$ cat src/verilog/spos_pkg.sv
// constants, register map and state layout of the spi phase/order/status block
`default_nettype none
package spos_pkg;
    // printed offsets are register indices; byte address is four times the index
    localparam logic [7:0] IDX_CFG = 8'hE9;
    localparam logic [7:0] IDX_STAT = 8'hEA;
    localparam logic [7:0] IDX_DATA = 8'hEB;
    localparam logic [7:0] IDX_MASK = 8'hEC;
    localparam logic [11:0] ADDR_CFG = {2'h0, IDX_CFG, 2'h0};
    localparam logic [11:0] ADDR_STAT = {2'h0, IDX_STAT, 2'h0};
    localparam logic [11:0] ADDR_DATA = {2'h0, IDX_DATA, 2'h0};
    localparam logic [11:0] ADDR_MASK = {2'h0, IDX_MASK, 2'h0};
    // config layout: [5] ss check, [4] master, [3] idle level, [2] phase, [1] low bit first, [0] irq mode
    localparam logic [5:0] CFG_RESET = 6'h01;
    localparam int STAT_BUSY_B = 7;
    localparam int STAT_MMF_B = 6;
    localparam int STAT_DONE_B = 0;
    localparam logic [4:0] EDGES = 5'h10;
    localparam logic [1:0] RESP_OKAY = 2'h0;
    localparam logic [1:0] RESP_SLVERR = 2'h2;
    localparam int CLK_NS = 25;
    localparam int SCLK_HALF_NS = 100;
    localparam int SCLK_HALF_CYC = (SCLK_HALF_NS + CLK_NS - 1) / CLK_NS;

    typedef enum logic [2:0] {PH_IDLE = 3'h1, PH_RUN = 3'h2, PH_TAIL = 3'h4} spos_phase_e;

    typedef struct packed {
        logic ss_check;
        logic master;
        logic idle_level;
        logic phase;
        logic low_bit_first;
        logic xfer_irq_mode;
    } spos_cfg_s;

    typedef struct packed {
        spos_cfg_s cfg;
        logic mmf;
        logic done;
        logic busy;
        logic [7:0] mask;
        logic [7:0] txd;
        logic [7:0] rxd;
        logic [7:0] sh;
        logic [7:0] rsh;
        logic [4:0] cnt;
        logic [7:0] div;
        spos_phase_e ph;
        logic sclk_o;
        logic dout;
        logic ss_o;
        logic slv_drv;
        logic awready;
        logic wready;
        logic bvalid;
        logic [1:0] bresp;
        logic aw_have;
        logic w_have;
        logic [11:0] awaddr;
        logic [7:0] wdata;
        logic wstb;
        logic arready;
        logic rvalid;
        logic [1:0] rresp;
        logic [7:0] rdata;
        logic irq;
        logic [2:0] sclk_s;
        logic [2:0] ss_s;
        logic [1:0] mosi_s;
        logic [1:0] miso_s;
    } spos_state_s;
endpackage : spos_pkg
`default_nettype wire

$ cat src/verilog/spos_top.sv
// spi byte engine with phase, bit order (master mode only), busy and multimaster status over axi4-lite
//
// Chosen here: the AXI4-Lite slave port.
`timescale 1ns/1ps
`default_nettype none
module spos_top
#(
    parameter int HALF_CYC = spos_pkg::SCLK_HALF_CYC
)
(
    input wire logic aclk,
    input wire logic aresetn,
    input wire logic awvalid,
    output logic awready,
    input wire logic [31:0] awaddr,
    input wire logic wvalid,
    output logic wready,
    input wire logic [31:0] wdata,
    input wire logic [3:0] wstrb,
    output logic bvalid,
    input wire logic bready,
    output logic [1:0] bresp,
    input wire logic arvalid,
    output logic arready,
    input wire logic [31:0] araddr,
    output logic rvalid,
    input wire logic rready,
    output logic [31:0] rdata,
    output logic [1:0] rresp,
    output logic irq,
    input wire logic sclk_i,
    output logic sclk_o,
    output logic sclk_oe,
    input wire logic ss_n_i,
    output logic ss_n_o,
    input wire logic mosi_i,
    output logic mosi_o,
    output logic mosi_oe,
    input wire logic miso_i,
    output logic miso_o,
    output logic miso_oe
);
    import spos_pkg::*;

    if (HALF_CYC < 2 || HALF_CYC > 255)
    begin : g_bad_half
        $error("HALF_CYC must lie in 2..255");
    end

    localparam logic [7:0] HALF_LAST = 8'(HALF_CYC - 1);

    spos_state_s st;
    spos_state_s n;
    logic edge_ev;
    logic smp_ev;
    logic start_m;
    logic mm_hit;
    logic done_ev;
    logic lsbf;
    logic din;
    logic [4:0] k;
    logic [7:0] rd;

    function automatic logic first_bit(input logic [7:0] v, input logic lf);
        first_bit = lf ? v[0] : v[7];
    endfunction : first_bit

    function automatic logic [7:0] shift_out(input logic [7:0] v, input logic lf);
        shift_out = lf ? {1'b0, v[7:1]} : {v[6:0], 1'b0};
    endfunction : shift_out

    function automatic logic [7:0] shift_in(input logic [7:0] v, input logic b, input logic lf);
        shift_in = lf ? {b, v[7:1]} : {v[6:0], b};
    endfunction : shift_in

    function automatic logic [7:0] stat_byte(input logic b, input logic m, input logic d);
        stat_byte = {b, m, 5'h00, d};
    endfunction : stat_byte

    always_comb
    begin
        n = st;
        edge_ev = 1'b0;
        smp_ev = 1'b0;
        start_m = 1'b0;
        mm_hit = 1'b0;
        done_ev = 1'b0;
        k = 5'h00;
        rd = 8'h00;
        n.sclk_s = {st.sclk_s[1:0], sclk_i};
        n.ss_s = {st.ss_s[1:0], ss_n_i};
        n.mosi_s = {st.mosi_s[0], mosi_i};
        n.miso_s = {st.miso_s[0], miso_i};
        lsbf = st.cfg.low_bit_first & st.cfg.master;
        din = st.cfg.master ? st.miso_s[1] : st.mosi_s[1];

        if (st.awready && awvalid)
        begin
            n.aw_have = 1'b1;
            n.awaddr = awaddr[11:0];
        end
        if (st.wready && wvalid)
        begin
            n.w_have = 1'b1;
            n.wdata = wdata[7:0];
            n.wstb = wstrb[0];
        end
        if (st.bvalid && bready)
            n.bvalid = 1'b0;
        if (st.aw_have && st.w_have && !st.bvalid)
        begin
            n.aw_have = 1'b0;
            n.w_have = 1'b0;
            n.bvalid = 1'b1;
            n.bresp = RESP_OKAY;
            case (st.awaddr)
                ADDR_CFG:
                    if (st.wstb)
                        n.cfg = spos_cfg_s'(st.wdata[5:0]);
                ADDR_STAT:
                    if (st.wstb)
                    begin
                        // fault clears on a written zero, done on a written one
                        if (!st.wdata[STAT_MMF_B])
                            n.mmf = 1'b0;
                        if (st.wdata[STAT_DONE_B])
                            n.done = 1'b0;
                    end
                ADDR_DATA:
                    if (st.wstb)
                    begin
                        n.txd = st.wdata;
                        start_m = st.cfg.master && (st.ph == PH_IDLE);
                    end
                ADDR_MASK:
                    if (st.wstb)
                        n.mask = st.wdata;
                default:
                    n.bresp = RESP_SLVERR;
            endcase
        end

        if (st.rvalid && rready)
            n.rvalid = 1'b0;
        if (st.arready && arvalid)
        begin
            n.rvalid = 1'b1;
            n.rresp = RESP_OKAY;
            case (araddr[11:0])
                ADDR_CFG: rd = {2'h0, st.cfg};
                ADDR_STAT: rd = stat_byte(st.busy, st.mmf, st.done);
                ADDR_DATA: rd = st.rxd;
                ADDR_MASK: rd = st.mask;
                default:
                begin
                    rd = 8'h00;
                    n.rresp = RESP_SLVERR;
                end
            endcase
            n.rdata = rd;
        end

        case (st.ph)
            PH_IDLE:
            begin
                // clock rests at its idle level
                n.sclk_o = st.cfg.idle_level;
                n.cnt = 5'h00;
                n.div = 8'h00;
                if (start_m)
                begin
                    n.ph = PH_RUN;
                    n.busy = 1'b1;
                    n.ss_o = 1'b0;
                    n.sh = st.wdata;
                    n.dout = first_bit(st.wdata, lsbf);
                end
                else if (!st.cfg.master && !st.ss_s[1])
                begin
                    n.ph = PH_RUN;
                    n.busy = 1'b1;
                    n.slv_drv = 1'b1;
                    n.sh = st.txd;
                    n.dout = first_bit(st.txd, 1'b0);
                end
            end
            PH_RUN:
            begin
                if (st.cfg.master)
                begin
                    if (st.cfg.ss_check && !st.ss_s[1])
                    begin
                        mm_hit = 1'b1;
                        n.ph = PH_IDLE;
                        n.busy = 1'b0;
                        n.ss_o = 1'b1;
                    end
                    else if (st.div == HALF_LAST)
                    begin
                        n.div = 8'h00;
                        n.sclk_o = !st.sclk_o;
                        edge_ev = 1'b1;
                    end
                    else
                        n.div = st.div + 8'h01;
                end
                else if (st.ss_s[1])
                begin
                    // select released mid byte drops it
                    n.ph = PH_IDLE;
                    n.busy = 1'b0;
                    n.slv_drv = 1'b0;
                end
                else
                    edge_ev = st.sclk_s[2] != st.sclk_s[1];
                if (edge_ev)
                begin
                    k = st.cnt + 5'h01;
                    n.cnt = k;
                    // edge parity picks sample or change
                    smp_ev = k[0] ^ st.cfg.phase;
                    if (smp_ev)
                        n.rsh = shift_in(st.rsh, din, lsbf);
                    else if (!(st.cfg.phase && k == 5'h01))
                    begin
                        n.sh = shift_out(st.sh, lsbf);
                        n.dout = first_bit(n.sh, lsbf);
                    end
                    if (k == EDGES)
                    begin
                        n.ph = PH_TAIL;
                        n.rxd = n.rsh;
                        if (!st.cfg.master)
                        begin
                            n.busy = 1'b0;
                            done_ev = 1'b1;
                        end
                    end
                end
            end
            PH_TAIL:
            begin
                if (st.cfg.master)
                begin
                    // last half period lets the far end sample
                    if (st.div == HALF_LAST)
                    begin
                        n.ph = PH_IDLE;
                        n.busy = 1'b0;
                        n.ss_o = 1'b1;
                        done_ev = 1'b1;
                    end
                    else
                        n.div = st.div + 8'h01;
                end
                else if (st.ss_s[1])
                begin
                    n.ph = PH_IDLE;
                    n.slv_drv = 1'b0;
                end
            end
            default:
                n.ph = PH_IDLE;
        endcase

        // set wins over a same-cycle clear
        // fault set only by conflict
        if (mm_hit)
            n.mmf = 1'b1;
        if (done_ev)
            n.done = 1'b1;
        n.awready = !n.aw_have && !n.bvalid;
        n.wready = !n.w_have && !n.bvalid;
        n.arready = !n.rvalid;
        n.irq = |(stat_byte(1'b0, n.mmf, n.done) & n.mask);
    end

    always_ff @(posedge aclk)
    begin
        if (!aresetn)
        begin
            st <= '0;
            st.cfg <= spos_cfg_s'(CFG_RESET);
            st.ph <= PH_IDLE;
            st.ss_o <= 1'b1;
            st.ss_s <= 3'h7;
        end
        else
            st <= n;
    end

    assign awready = st.awready;
    assign wready = st.wready;
    assign bvalid = st.bvalid;
    assign bresp = st.bresp;
    assign arready = st.arready;
    assign rvalid = st.rvalid;
    assign rdata = {24'h000000, st.rdata};
    assign rresp = st.rresp;
    assign irq = st.irq;
    assign sclk_o = st.sclk_o;
    assign sclk_oe = st.cfg.master;
    assign ss_n_o = st.ss_o;
    assign mosi_o = st.dout;
    assign mosi_oe = st.cfg.master;
    assign miso_o = st.dout;
    assign miso_oe = st.slv_drv;
endmodule : spos_top
`default_nettype wire
$ cat config.mk
export PLATFORM = sky130hd
export DESIGN_NAME = spos_top
export DESIGN_NICKNAME = d
export VERILOG_FILES = /design/src/verilog/spos_pkg.sv /design/src/verilog/spos_top.sv
export SDC_FILE = /design/constraint.sdc
export NUM_CORES = 1
export LEC_CHECK = 0
export ABC_AREA = 1
export BUFFER_PORTS_ARGS = -buffer_cell sky130_fd_sc_hd__buf_2
export CORE_AREA = 10 10 112 114
export CTS_CLUSTER_DIAMETER = 100
export CTS_CLUSTER_SIZE = 30
export DETAILED_ROUTE_END_ITERATION = 6
export DIE_AREA = 0 0 122 124
export PLACE_DENSITY = 0.84
export REMOVE_ABC_BUFFERS = 1
export SYNTH_ARGS = -nofsm -noshare
export SYNTH_HDL_FRONTEND = slang
export SYNTH_SLANG_ARGS = --single-unit
$ cat constraint.sdc
create_clock -name aclk -period 3.9 [get_ports aclk]
set_clock_uncertainty 0.2 [all_clocks]
set_input_delay 0.78 -clock aclk [delete_from_list [all_inputs] [get_ports aclk]]
set_output_delay 0.78 -clock aclk [all_outputs]
set_load 0.01 [all_outputs]
Word-level counts from Yosys, hierarchy flattened
Index checks and enable logic that the tools add are counted.
Storage, ports and cells
  flip-flop bits (word level): 119
  bits of input ports: 111
Cells by class
  add/sub/neg operators: 2
  equality and inequality tests: 30
  mux-type cells: 95
  bitwise logic cells: 3
  reduce and logical (&&, ||, !) cells: 38
Operators by type and width (number)
  8-bit two-way mux: 16
  12-bit by 10-bit equality test with 1-bit output, second input constant: 8
  1-bit two-way mux: 52
  8-bit one-hot mux with 4 select lines: 1
  3-bit two-way mux: 9
  2-bit inequality test, second input constant: 12
  8-bit one-hot mux with 3 select lines: 1
  21-bit two-way mux: 1
  16-bit two-way mux: 1
  8-bit one-hot mux with 2 select lines: 1
  1-bit logical AND: 13
  3-bit AND reduction: 4
  11-bit two-way mux: 1
  2-bit two-way mux: 5
  5-bit one-hot mux with 2 select lines: 1
  5-bit AND reduction: 2
  3-bit one-hot mux with 3 select lines: 1
  8-bit by 1-bit adder with 8-bit output, second input constant: 1
  7-bit by 8-bit bitwise AND with 8-bit output: 1
  8-bit by 2-bit equality test with 1-bit output, second input constant: 1
  1-bit zero test: 8
  4-bit AND reduction: 2
  4-bit OR reduction: 2
  8-bit OR reduction: 1
  other kinds (21): 23

Longest topological paths before layout
Gate-level depths: netlist of run 1.
  depth in word-level cells: 10
  mapped depth: 13

Worst setup path after synthesis of run 1
No wires, ideal clock.
  kind: input -> register
  from: input port araddr[1]
  to: register st, in the netlist rdata[6]
  setup time: 0.071 ns
  data arrival time: 1.829 ns
  path slack: 1.800 ns
  cell stages on the path: 7
  path buffers: 0
  path through: nor2_1 -> nand3_1 -> nor3_2 -> nand2_1 -> o211ai_1 -> nand2_1 -> a21oi_1
On the way
  cells in the longest elaborated chain, start to end: 2
Ends and longest elaborated chain
  start, declared: line spos_top.sv:25  | input wire logic [31:0] araddr,
  12-bit by 10-bit equality test with 1-bit output: line spos_top.sv:149  | case (araddr[11:0])
  8-bit one-hot mux with 4 select lines *: line spos_top.sv:149
  end signal, assigned: line spos_top.sv:289  | st <= n;
  end, declared: line spos_top.sv:52  | spos_state_s st;
Every way passes the cells marked *; elsewhere a longest branch is shown, timed or not.
A chain may end at the register's enable or synchronous reset.

Final worst setup path of run 1
  from: register st, in the netlist mosi_oe
  to: register st, in the netlist miso_o
On the way
  cells in the longest elaborated chain, start to end: 7
Ends and longest elaborated chain
  1-bit bitwise AND: line spos_top.sv:94  | lsbf = st.cfg.low_bit_first & st.cfg.master;
  8-bit two-way mux: line spos_top.sv:69  | shift_out = lf ? {1'b0, v[7:1]} : {v[6:0], 1'b0};
  1-bit two-way mux: line spos_top.sv:65  | first_bit = lf ? v[0] : v[7];
  1-bit two-way mux: line spos_top.sv:224  | else if (!(st.cfg.phase && k == 5'h01))
  1-bit two-way mux: line spos_top.sv:222  | if (smp_ev)
  1-bit two-way mux: line spos_top.sv:216  | if (edge_ev)
  2-bit one-hot mux with 2 select lines: line spos_top.sv:163  | case (st.ph)
Parallel ways exist; a longest one is shown, timed or not. The select of a mux whose other input is x is not followed.

==> flow_results.org, run 1 <==
** Synth
- Synthesized-area fraction occupied by xor and xnor cells :: 0.152%
- Top FF cell, synth :: sky130_fd_sc_hd__dfxtp_1
- Unique cell type count in the Yosys netlist :: 42
- For this run, the number of Yosys warnings is 0.
- After synthesis, the share of flip-flops with an asynchronous set or reset is 0%.
- After synthesis, the largest family of logic cells by area is simple AND/OR/NAND/NOR gates.
- Of the total synthesized cell area, the portion taken by AND, OR, NAND and NOR gates is 25.3%.
- Counting flops and latches in the post-synthesis netlist gives 117.
- Summing the areas of all compound-gate instances in the mapped netlist gives 19.2% of the synthesized area.
- Sequential element share of the synthesized area :: 40.6%
- Post-synth EDFFs :: 0
- After synthesis, the share of cell area in mux cells is 0%.
- Each instance of the synthesized netlist takes up on average 7.11 um^2.
- Summing every instance area after synthesis gives 0.00577 mm^2.
- Counting every instance in the synthesized netlist gives 811.
- Arithmetic-cell share of the synthesized area counting full adders, half adders and majority gates :: 0.868%

** Worst hold path
- The startpoint identified for the worst hold timing path is n[3].
- Hold EP :: st[3]
- Cell count of the worst hold path :: 2
- In this run the worst hold path is classified as reg -> reg.

** GRT
- Across every metal layer, demand over resource in global routing totals 18.1%.
- Via count of the first global-routing pass :: 4822
- First-pass GRT wire length :: 22.4 mm
- Pin count of the biggest net entering global routing :: 79
- Antenna violations before repair :: 0
- Global routing finished with a remaining overflow of 0.

** Pwr
- Of the total power, the share spent switching nets is 26.2%.
- The analysis attributes to net switching a power of 823 uW.
- Summed over all cells, the static leakage comes to 2.79 nW.
- Of the total power, the clock network draws 46.4%.
- Power per cell area :: 483 mW/mm^2
- Internal power component :: 2.32 mW
- Total power :: 3.15 mW
- Register share of total power :: 41.8%
- Maximum resistive drop on vdd :: 0.362 mV
- Combinational group share of total power :: 11.8%

** Final layout
- Reg with most FFs :: st
- The register with the most flip-flops in the layout has 90 of them.
- The area growth from synthesis to layout is 12.9%.
- Nets :: 972
- Number of inserted filler cells in the final layout :: 930
- The finished cells cover 0.00651 mm^2.
- In the layout the commonest cells are 137 x sky130_fd_sc_hd__nand2_1, 117 x sky130_fd_sc_hd__dfxtp_1, 96 x sky130_fd_sc_hd__nor2_1.
- The library cell used most frequently in the layout, excluding fill and tap cells, is sky130_fd_sc_hd__nand2_1.
- Of the cells placed in the final design, the portion with a size suffix greater than 1 is 15.3%.
- The number of antenna diodes in the final layout is 0.

** Clock network
- Gates resized during post-CTS repair numbered 0.
- In this run the clock root is driven by a sky130_fd_sc_hd__clkbuf_8.
- After clock tree synthesis, the clock-pin slew on the worst setup and hold paths is 60 ps.
- Clock latency of the later-clocked register in the worst-skew pair :: 530 ps
- The clock passes through at most 2 buffers.
- Number of sinks driven by the clock tree :: 117
- The number of hold buffers added after CTS was 0.
- Buffers added to address setup during post-CTS repair amount to 0.
- TritonCTS built the clock tree.
- Number of H-tree branching levels :: 4
- Cts bufs inserted :: 17

** Critical path
- Kind of end point of the critical path :: flip-flop
- The number of cells on the worst reg-to-reg path is 7.
- Beginning of the worst register-to-register path :: mosi_oe
- Data on the critical path arrives at its endpoint at 2730 ps.
- Worst reg2reg path endpoint :: miso_o
- Along the worst path, the maximum fanout reaches 12.
- CP Launch Type :: flip-flop
- Critical path launch point :: mosi_oe
- For the worst setup path, the data required time is 4060 ps.
- The worst setup path is of the reg -> reg kind.
- For flop-to-flop paths, the worst setup slack is 1330 ps.

** Timing
- Number of hold violations in the final report :: 0
- Transition time at the pin with the least slew margin :: 1140 ps
- Summed over all failing endpoints, the final setup total negative slack is 0 ps.
- The final-report max-slew violation count came to 0.
- For the finished layout, the period the worst path requires is 2570 ps.
- In this run the tightest slew margin relative to its limit is 24.0%.
- Setup Viol. Count Final :: 0
- Maximum clock frequency :: 0.389 GHz
- In the finished design, the share of the clock period the worst path needs comes to 65.9%.
- Setup repair after global routing left no endpoint under its margin.

** Placed design
- Final weighted congestion of routability-driven global placement :: 0.869
- Total half-perimeter wirelength after legalization and detailed placement :: 9.29 mm
- Placed Area :: 0.00595 mm^2
- During placement, the flow inserted port buffers numbering 66.

** Run status
- The run finished with clean final reports.

** Die
- Number of I/O pins :: 160
- In this run the core area contains 37 standard-cell rows.
- Measured along the x axis, the die boundary spans 122 um.
- The die covers 0.0151 mm^2.
- Core Area :: 0.0102 mm^2
- Die height :: 124 um
- The initial utilization of the core area, before any placement, comes to 56.4%.

** Routing
- Pre-antenna DRT Iters :: 6
- Routed Antenna Nets :: 0
- In the routed layout, each cell is associated on average with a via count of 5.23.
- Drt drc :: 0
- The detailed router finished its first iteration with 506 violations.
- Post-Route WL :: 13.6 mm
- Dividing the detail-routed wire length by the instance count gives 13.5 um.
- The routed layout has 5258 vias.

** Flow run
- Across the run, the number of max-cap violations was 0.
worst max-delay path by stage:
stage                to
2_1_floorplan  rdata[6]
3_3_place_gp   rdata[4]
3_5_place_dp     miso_o
4_1_cts          miso_o
5_1_grt          miso_o
6_report         miso_o
area by class of cell:
type	count	area, um^2	share of cell area [%]
multi-input cells	554	2720	41.8
flip-flops and latches	117	2340	36.0
clock buffers	22	453	6.96
inverters	99	372	5.71
repair buffers	68	345	5.31
well taps	136	170	2.61
clock inverters	9	104	1.60
per-layer routing:
layer  GRT usage, %  up-vias  part of all wire (%)
met1           22.2     2369                    44
met4           7.90        0                   1.6
met5              0        -                     0
li1               -     2692                     -
met3           4.48       23                   6.7
met2           29.5      174                    48
worst max-delay path, stage by stage (launching register included):
cell                      delay, ps
sky130_fd_sc_hd__dfxtp_1        740
sky130_fd_sc_hd__inv_2          230
sky130_fd_sc_hd__nor3_2         560
sky130_fd_sc_hd__nand3_2        280
sky130_fd_sc_hd__nand2_1        140
sky130_fd_sc_hd__nand3_1        100
sky130_fd_sc_hd__nand3_2        100
sky130_fd_sc_hd__a21oi_2         50
cells in the mapped netlist, types with 2 or more instances:
cell type / count / area share, %
sky130_fd_sc_hd__o31ai_1: 2 / 0.26
sky130_fd_sc_hd__a21oi_1: 83 / 7.2
sky130_fd_sc_hd__nor3_2: 3 / 0.52
sky130_fd_sc_hd__nand2_4: 2 / 0.39
sky130_fd_sc_hd__a22oi_1: 4 / 0.52
sky130_fd_sc_hd__nor2_4: 4 / 0.78
sky130_fd_sc_hd__o21ai_0: 85 / 7.4
sky130_fd_sc_hd__or2_2: 5 / 0.54
sky130_fd_sc_hd__nor3b_1: 2 / 0.26
sky130_fd_sc_hd__inv_1: 89 / 5.8
sky130_fd_sc_hd__o21ai_1: 10 / 0.87
sky130_fd_sc_hd__clkbuf_1: 19 / 1.2
sky130_fd_sc_hd__o211ai_1: 9 / 1.2
sky130_fd_sc_hd__dfxtp_1: 117 / 41
sky130_fd_sc_hd__inv_2: 9 / 0.59
sky130_fd_sc_hd__nand3_1: 30 / 2.6
sky130_fd_sc_hd__nand2_1: 137 / 8.9
sky130_fd_sc_hd__ha_1: 4 / 0.87
sky130_fd_sc_hd__buf_2: 5 / 0.43
sky130_fd_sc_hd__nand4_1: 16 / 1.7
sky130_fd_sc_hd__nand2_2: 2 / 0.22
sky130_fd_sc_hd__nor3_1: 9 / 0.78
sky130_fd_sc_hd__nand3_2: 4 / 0.69
sky130_fd_sc_hd__nor2_2: 2 / 0.22
sky130_fd_sc_hd__a211oi_1: 7 / 0.91
sky130_fd_sc_hd__nand3_4: 2 / 0.61
sky130_fd_sc_hd__buf_4: 40 / 5.2
sky130_fd_sc_hd__nor2_1: 96 / 6.3
power by group through the flow:
stage          Sequential [mW]  Clock (mW)  Combinational [mW]
2_1_floorplan             1.33           0               0.255
3_3_place_gp              1.33           0               0.357
3_5_place_dp              1.34           0               0.362
4_1_cts                   1.31        1.46               0.368
5_1_grt                   1.32        1.53               0.422
6_report                  1.31        1.46               0.370
through the flow:
stage                     hold slack (ps)  utilization, %  instances  worst slack [ps]
after floorplan                       190               -        770              1790
after global placement                200            58.2        974              1440
after detailed placement              196            58.2        974              1420
after CTS                             206            63.6       1005              1410
after global routing                  231            63.6       1005              1160
final                                 203            63.6       1005              1330
cell families after synthesis:
logic type | Yosys count
adder cells (fa/ha/maj) | 4
other | 1
XOR/XNOR | 1
flip-flops | 117
buffers and inverters | 165
AO/OA/AOI/OAI | 205
AND/OR/NAND/NOR | 318
Note: power is estimated with default switching activity, not from simulation.
==> run 2: changes to the inputs <==
- ABC_AREA: 1 -> 0
- CORE_AREA: 10 10 112 114 -> 10 10 116 118
- DIE_AREA: 0 0 122 124 -> 0 0 126 128
- PLACE_DENSITY: 0.84 -> 0.78
- clock period: 3.9 -> 2.5 ns (I/O delays scaled with it)
==> run 2 against run 1 <==
Net effect: area after synthesis down 0.54%; first-iteration DRC count is 25% lower; total power up 52%; die area grew 6.6%; count of clock-buffer cells in the layout did not move; sequential share of layout area decreased by 1.8 points; non-clock buffer count increased by 34; critical path depth down 1; maximum frequency increased by 5.0%; via count increased by 1.3%; critical path type unchanged.
==> flow_results.org, run 2 <==
** Critical path
- For the worst setup path, the data arrival time is 2540 ps.
- Max stage delay cell, worst path :: sky130_fd_sc_hd__or4b_4
- The critical path is of the reg -> reg type.
- Beginning of the worst register-to-register path :: st[43]
- Highest fanout seen on the critical path :: 5
- CP Launch Type :: flip-flop
- Internal reg-to-reg setup slack :: 50 ps
- Worst reg2reg path endpoint :: irq
- The critical path ends at irq.
- Traced cell by cell, the critical path runs through or4b_4 -> or4_4 -> buf_4 -> nor3_1 -> a21oi_1 -> o32ai_1.
- Critical path launch point :: st[43]
- Kind of end point of the critical path :: flip-flop
- Number of logic stages on the critical path including buffering :: 6
- Cell family with the largest share of critical-path delay :: simple AND/OR/NAND/NOR gates
- Biggest cell delay along the critical path :: 570 ps
- Number of buffers and inverters on the critical path :: 1
- Number of cell instances on the worst register-to-register path :: 6
- Data on the critical path is required at its endpoint by 2600 ps.

** Die
- Die Area :: 0.0161 mm^2
- X dimension of the die :: 126 um
- Number of I/O pins :: 160
- The core region is 0.0112 mm^2.
- Initial Utilization :: 51.1%
- The die is 128 um tall.
- Number of rows in the core area :: 39

** Pwr
- Internal power comes to 3.65 mW.
- Registers are responsible for 41.5% of the overall power.
- IR analysis of the VDD net gives a maximum drop of 0.418 mV.
- In this run, the combinational gates consume 7.9% of the power.
- Of the total power, the clock network draws 50.6%.
- Power spread over the standard cell area amounts to 697 mW/mm^2.
- Fraction of power spent switching nets :: 23.5%
- Standby leakage power :: 2.72 nW
- For this design the total switching power over the nets is 1.12 mW.

** Routing
- Initial DRC Count :: 380
- Routed Antenna Nets :: 0
- Pre-antenna DRT Iters :: 6
- After detailed routing, the total wire length is 14.9 mm.
- Drt drc :: 0
- Routed len/inst :: 16.2 um
- Total via count after detailed routing :: 5328
- Via count normalized by instance count :: 5.78

** Timing
- Timing would allow up to 0.408 GHz.
- Setup Viol. Count Final :: 0
- Share of the clock period used by the worst path after layout :: 97.9%
- Once routing completed, OpenROAD measured the worst setup slack at 51.3 ps.
- Number of hold violations in the final report :: 0
- WHS :: 66.9 ps
- Headroom to the max-slew limit :: 58.6%
- Total count of max-transition violations in the final report :: 0
- Final critical-path required period :: 2450 ps
- For the pin with the worst max-slew slack, the measured transition is 620 ps.

** Final layout
- Most used cells in the layout excluding fill and tap cells :: 117 x sky130_fd_sc_hd__dfxtp_1, 102 x sky130_fd_sc_hd__nand2_1, 66 x sky130_fd_sc_hd__buf_2
- The repair_antennas step left the layout with diodes totalling 0.
- Reg with most FFs :: st
- Largest register FFs :: 90
- Number of inserted filler cells in the final layout :: 973
- Most common library cell in the layout ignoring fill and taps :: sky130_fd_sc_hd__dfxtp_1
- Area Growth Syn to Fin :: 19.3%
- The final layout contains 882 nets.
- Fraction of layout cells with a size suffix above 1 :: 19.5%

** Placed design
- Total half-perimeter wirelength after legalization and detailed placement :: 10.6 mm
- # port buffers :: 66
- Worst slack after detailed placement :: -98.2 ps
- Final weighted congestion of routability-driven global placement :: 0.905

** Clock network
- Clock edge transition at the registers on the reported setup and hold paths :: 50 ps
- # hold bufs at CTS :: 0
- The number of clock buffers added by TritonCTS is 17.
- The clock net in this run drives a total of 117 sinks.
- The longest clock path from root to sink contains 2 buffers.
- CTS Root Cell :: sky130_fd_sc_hd__clkbuf_16
- Clock latency of the later-clocked register in the worst-skew pair :: 420 ps
- Number of H-tree branching levels :: 4
- TritonCTS built the clock tree.

** Synth
- The synthesized netlist contains 63 unique library cells.
- Synthesis produced a netlist whose cell count is 695.
- Counting flops with an async set or reset pin after synthesis yields a share of 0%.
- Post-synth top area cell :: sky130_fd_sc_hd__dfxtp_1
- The most common cell in the synthesized netlist is sky130_fd_sc_hd__dfxtp_1.
- For this run, the leading register cell type out of synthesis is sky130_fd_sc_hd__dfxtp_1.
- Summed instance area of the synthesized netlist :: 0.00573 mm^2
- Ranked by instance count, the synthesized netlist is headed by 117 x sky130_fd_sc_hd__dfxtp_1, 102 x sky130_fd_sc_hd__nand2_1, 63 x sky130_fd_sc_hd__a21oi_1.
- Yosys printed 0 warnings.
- For this run, the register share of the synthesized area comes to 40.8%.
- Post-synth EDFFs :: 0
- The synthesized design devotes to its leading area cell type 40.8% of total area.
- Mean area per synthesized cell :: 8.25 um^2
- After synthesis the netlist holds a flip-flop and latch count of 117.
- Largest cells by area after synthesis :: sky130_fd_sc_hd__dfxtp_1 41%, sky130_fd_sc_hd__nand2_1 6.7%, sky130_fd_sc_hd__mux2i_1 5.9%

** GRT
- Remaining global-route overflow :: 0
- Via count of the first global-routing pass :: 5170
- The number of antenna violations at the first check in global routing was 0.
- Pin count of the biggest net entering global routing :: 55
- In the global route stage, overall resource usage came out at 18.1%.
- The first global-routing pass estimated 24.6 mm of wire.

** Run status
- The run finished with clean final reports.

** Flow run
- Number of violations of the max-capacitance limit :: 0

** Worst hold path
- In this run the worst hold path is classified as in -> reg.
==> run 2: changes by cell type in the layout (fill, tap and decap cells not counted), sizes merged, moves of 11 or more <==
cell,delta
inv,-84
o21ai,-56
nor2,-53
nand2,-39
buf,+34
mux2i,+34
a21oi,-21
nand3,-18
a31oi,+13
and2,+11
nand3b,+11
==> run 2: kinds of logic (layout without fill, tap and decap cells) <==
kind of cell	after synthesis	in the layout	share of synthesized area [%]
adder cells (fa/ha/maj)	4	4	0.873
AO/OA/AOI/OAI	182	182	20.1
other	1	26	0.0654
flip-flops	117	117	40.8
XOR/XNOR	5	5	0.764
buffers and inverters	89	147	8.62
AND/OR/NAND/NOR	258	259	21.9
multiplexers	39	39	6.92
==> run 2: cell type report <==
type	instances	area (um^2)	share of cell area (%)
clock inverter	9	100	1.46
clock buffer	22	494	7.22
tap	143	179	2.61
sequential	117	2340	34.2
inverter	14	52.6	0.768
multi-input combinational	515	3030	44.3
timing repair buffer	102	646	9.43
==> run 2: power groups by stage <==
| stage | clock [mW] | sequential [mW] | combinational, mW |
|---|---|---|---|
| 6_report | 2.42 | 1.98 | 0.377 |
| 5_1_grt | 2.53 | 1.98 | 0.421 |
| 4_1_cts | 2.43 | 1.98 | 0.369 |
| 3_5_place_dp | 0 | 2.01 | 0.364 |
| 3_3_place_gp | 0 | 2.01 | 0.354 |
| 2_1_floorplan | 0 | 2.00 | 0.217 |
==> run 2: routing by layer <==
layer / GRT usage, % / wire, um
met1: 21.6 / 6480
met2: 29.6 / 6940
met3: 6.29 / 1310
met4: 6.36 / 213
met5: 0 / 0
==> run 2: worst min-delay path by stage <==
stage	start	to	slack, ps	depth (start not counted)
2_1_floorplan	n[5]	n[6]	190	1
3_3_place_gp	n[5]	n[6]	190	1
3_5_place_dp	n[5]	n[6]	200	1
4_1_cts	ss_n_i	n[5]	70	2
5_1_grt	ss_n_i	n[5]	90	2
6_report	ss_n_i	n[5]	70	2
==> run 2: worst reg2reg max path, stage by stage, from the launching register on <==
cell and delay, ps:
sky130_fd_sc_hd__dfxtp_1 300, sky130_fd_sc_hd__or4b_4 570, sky130_fd_sc_hd__or4_4 490, sky130_fd_sc_hd__buf_4 170, sky130_fd_sc_hd__nor3_1 170, sky130_fd_sc_hd__a21oi_1 80, sky130_fd_sc_hd__o32ai_1 350
==> run 2: through the flow <==
step / instance area, um^2 / TNS, ps / std cells / util, % / total power, mW
3_3_place_gp: 6190 / -589 / 888 / 55.2 / 2.36
2_1_floorplan: 5390 / -43490 / 645 / - / 2.22
4_1_cts: 6800 / 0 / 921 / 60.6 / 4.78
6_report: 6840 / 0 / 922 / 61.0 / 4.77
3_5_place_dp: 6190 / -1690 / 888 / 55.2 / 2.38
5_1_grt: 6840 / -72.4 / 922 / 61.0 / 4.93
==> run 2: timing repair <==
| action | in CTS | in global routing |
|---|---|---|
| setup endpoints to repair | 29 | 28 |
| pin swaps | 1 | 0 |
| gates resized for setup | 0 | 7 |
| hold endpoints to repair | 0 | 0 |
| setup buffers | 2 | 0 |
| cloned | 0 | 1 |
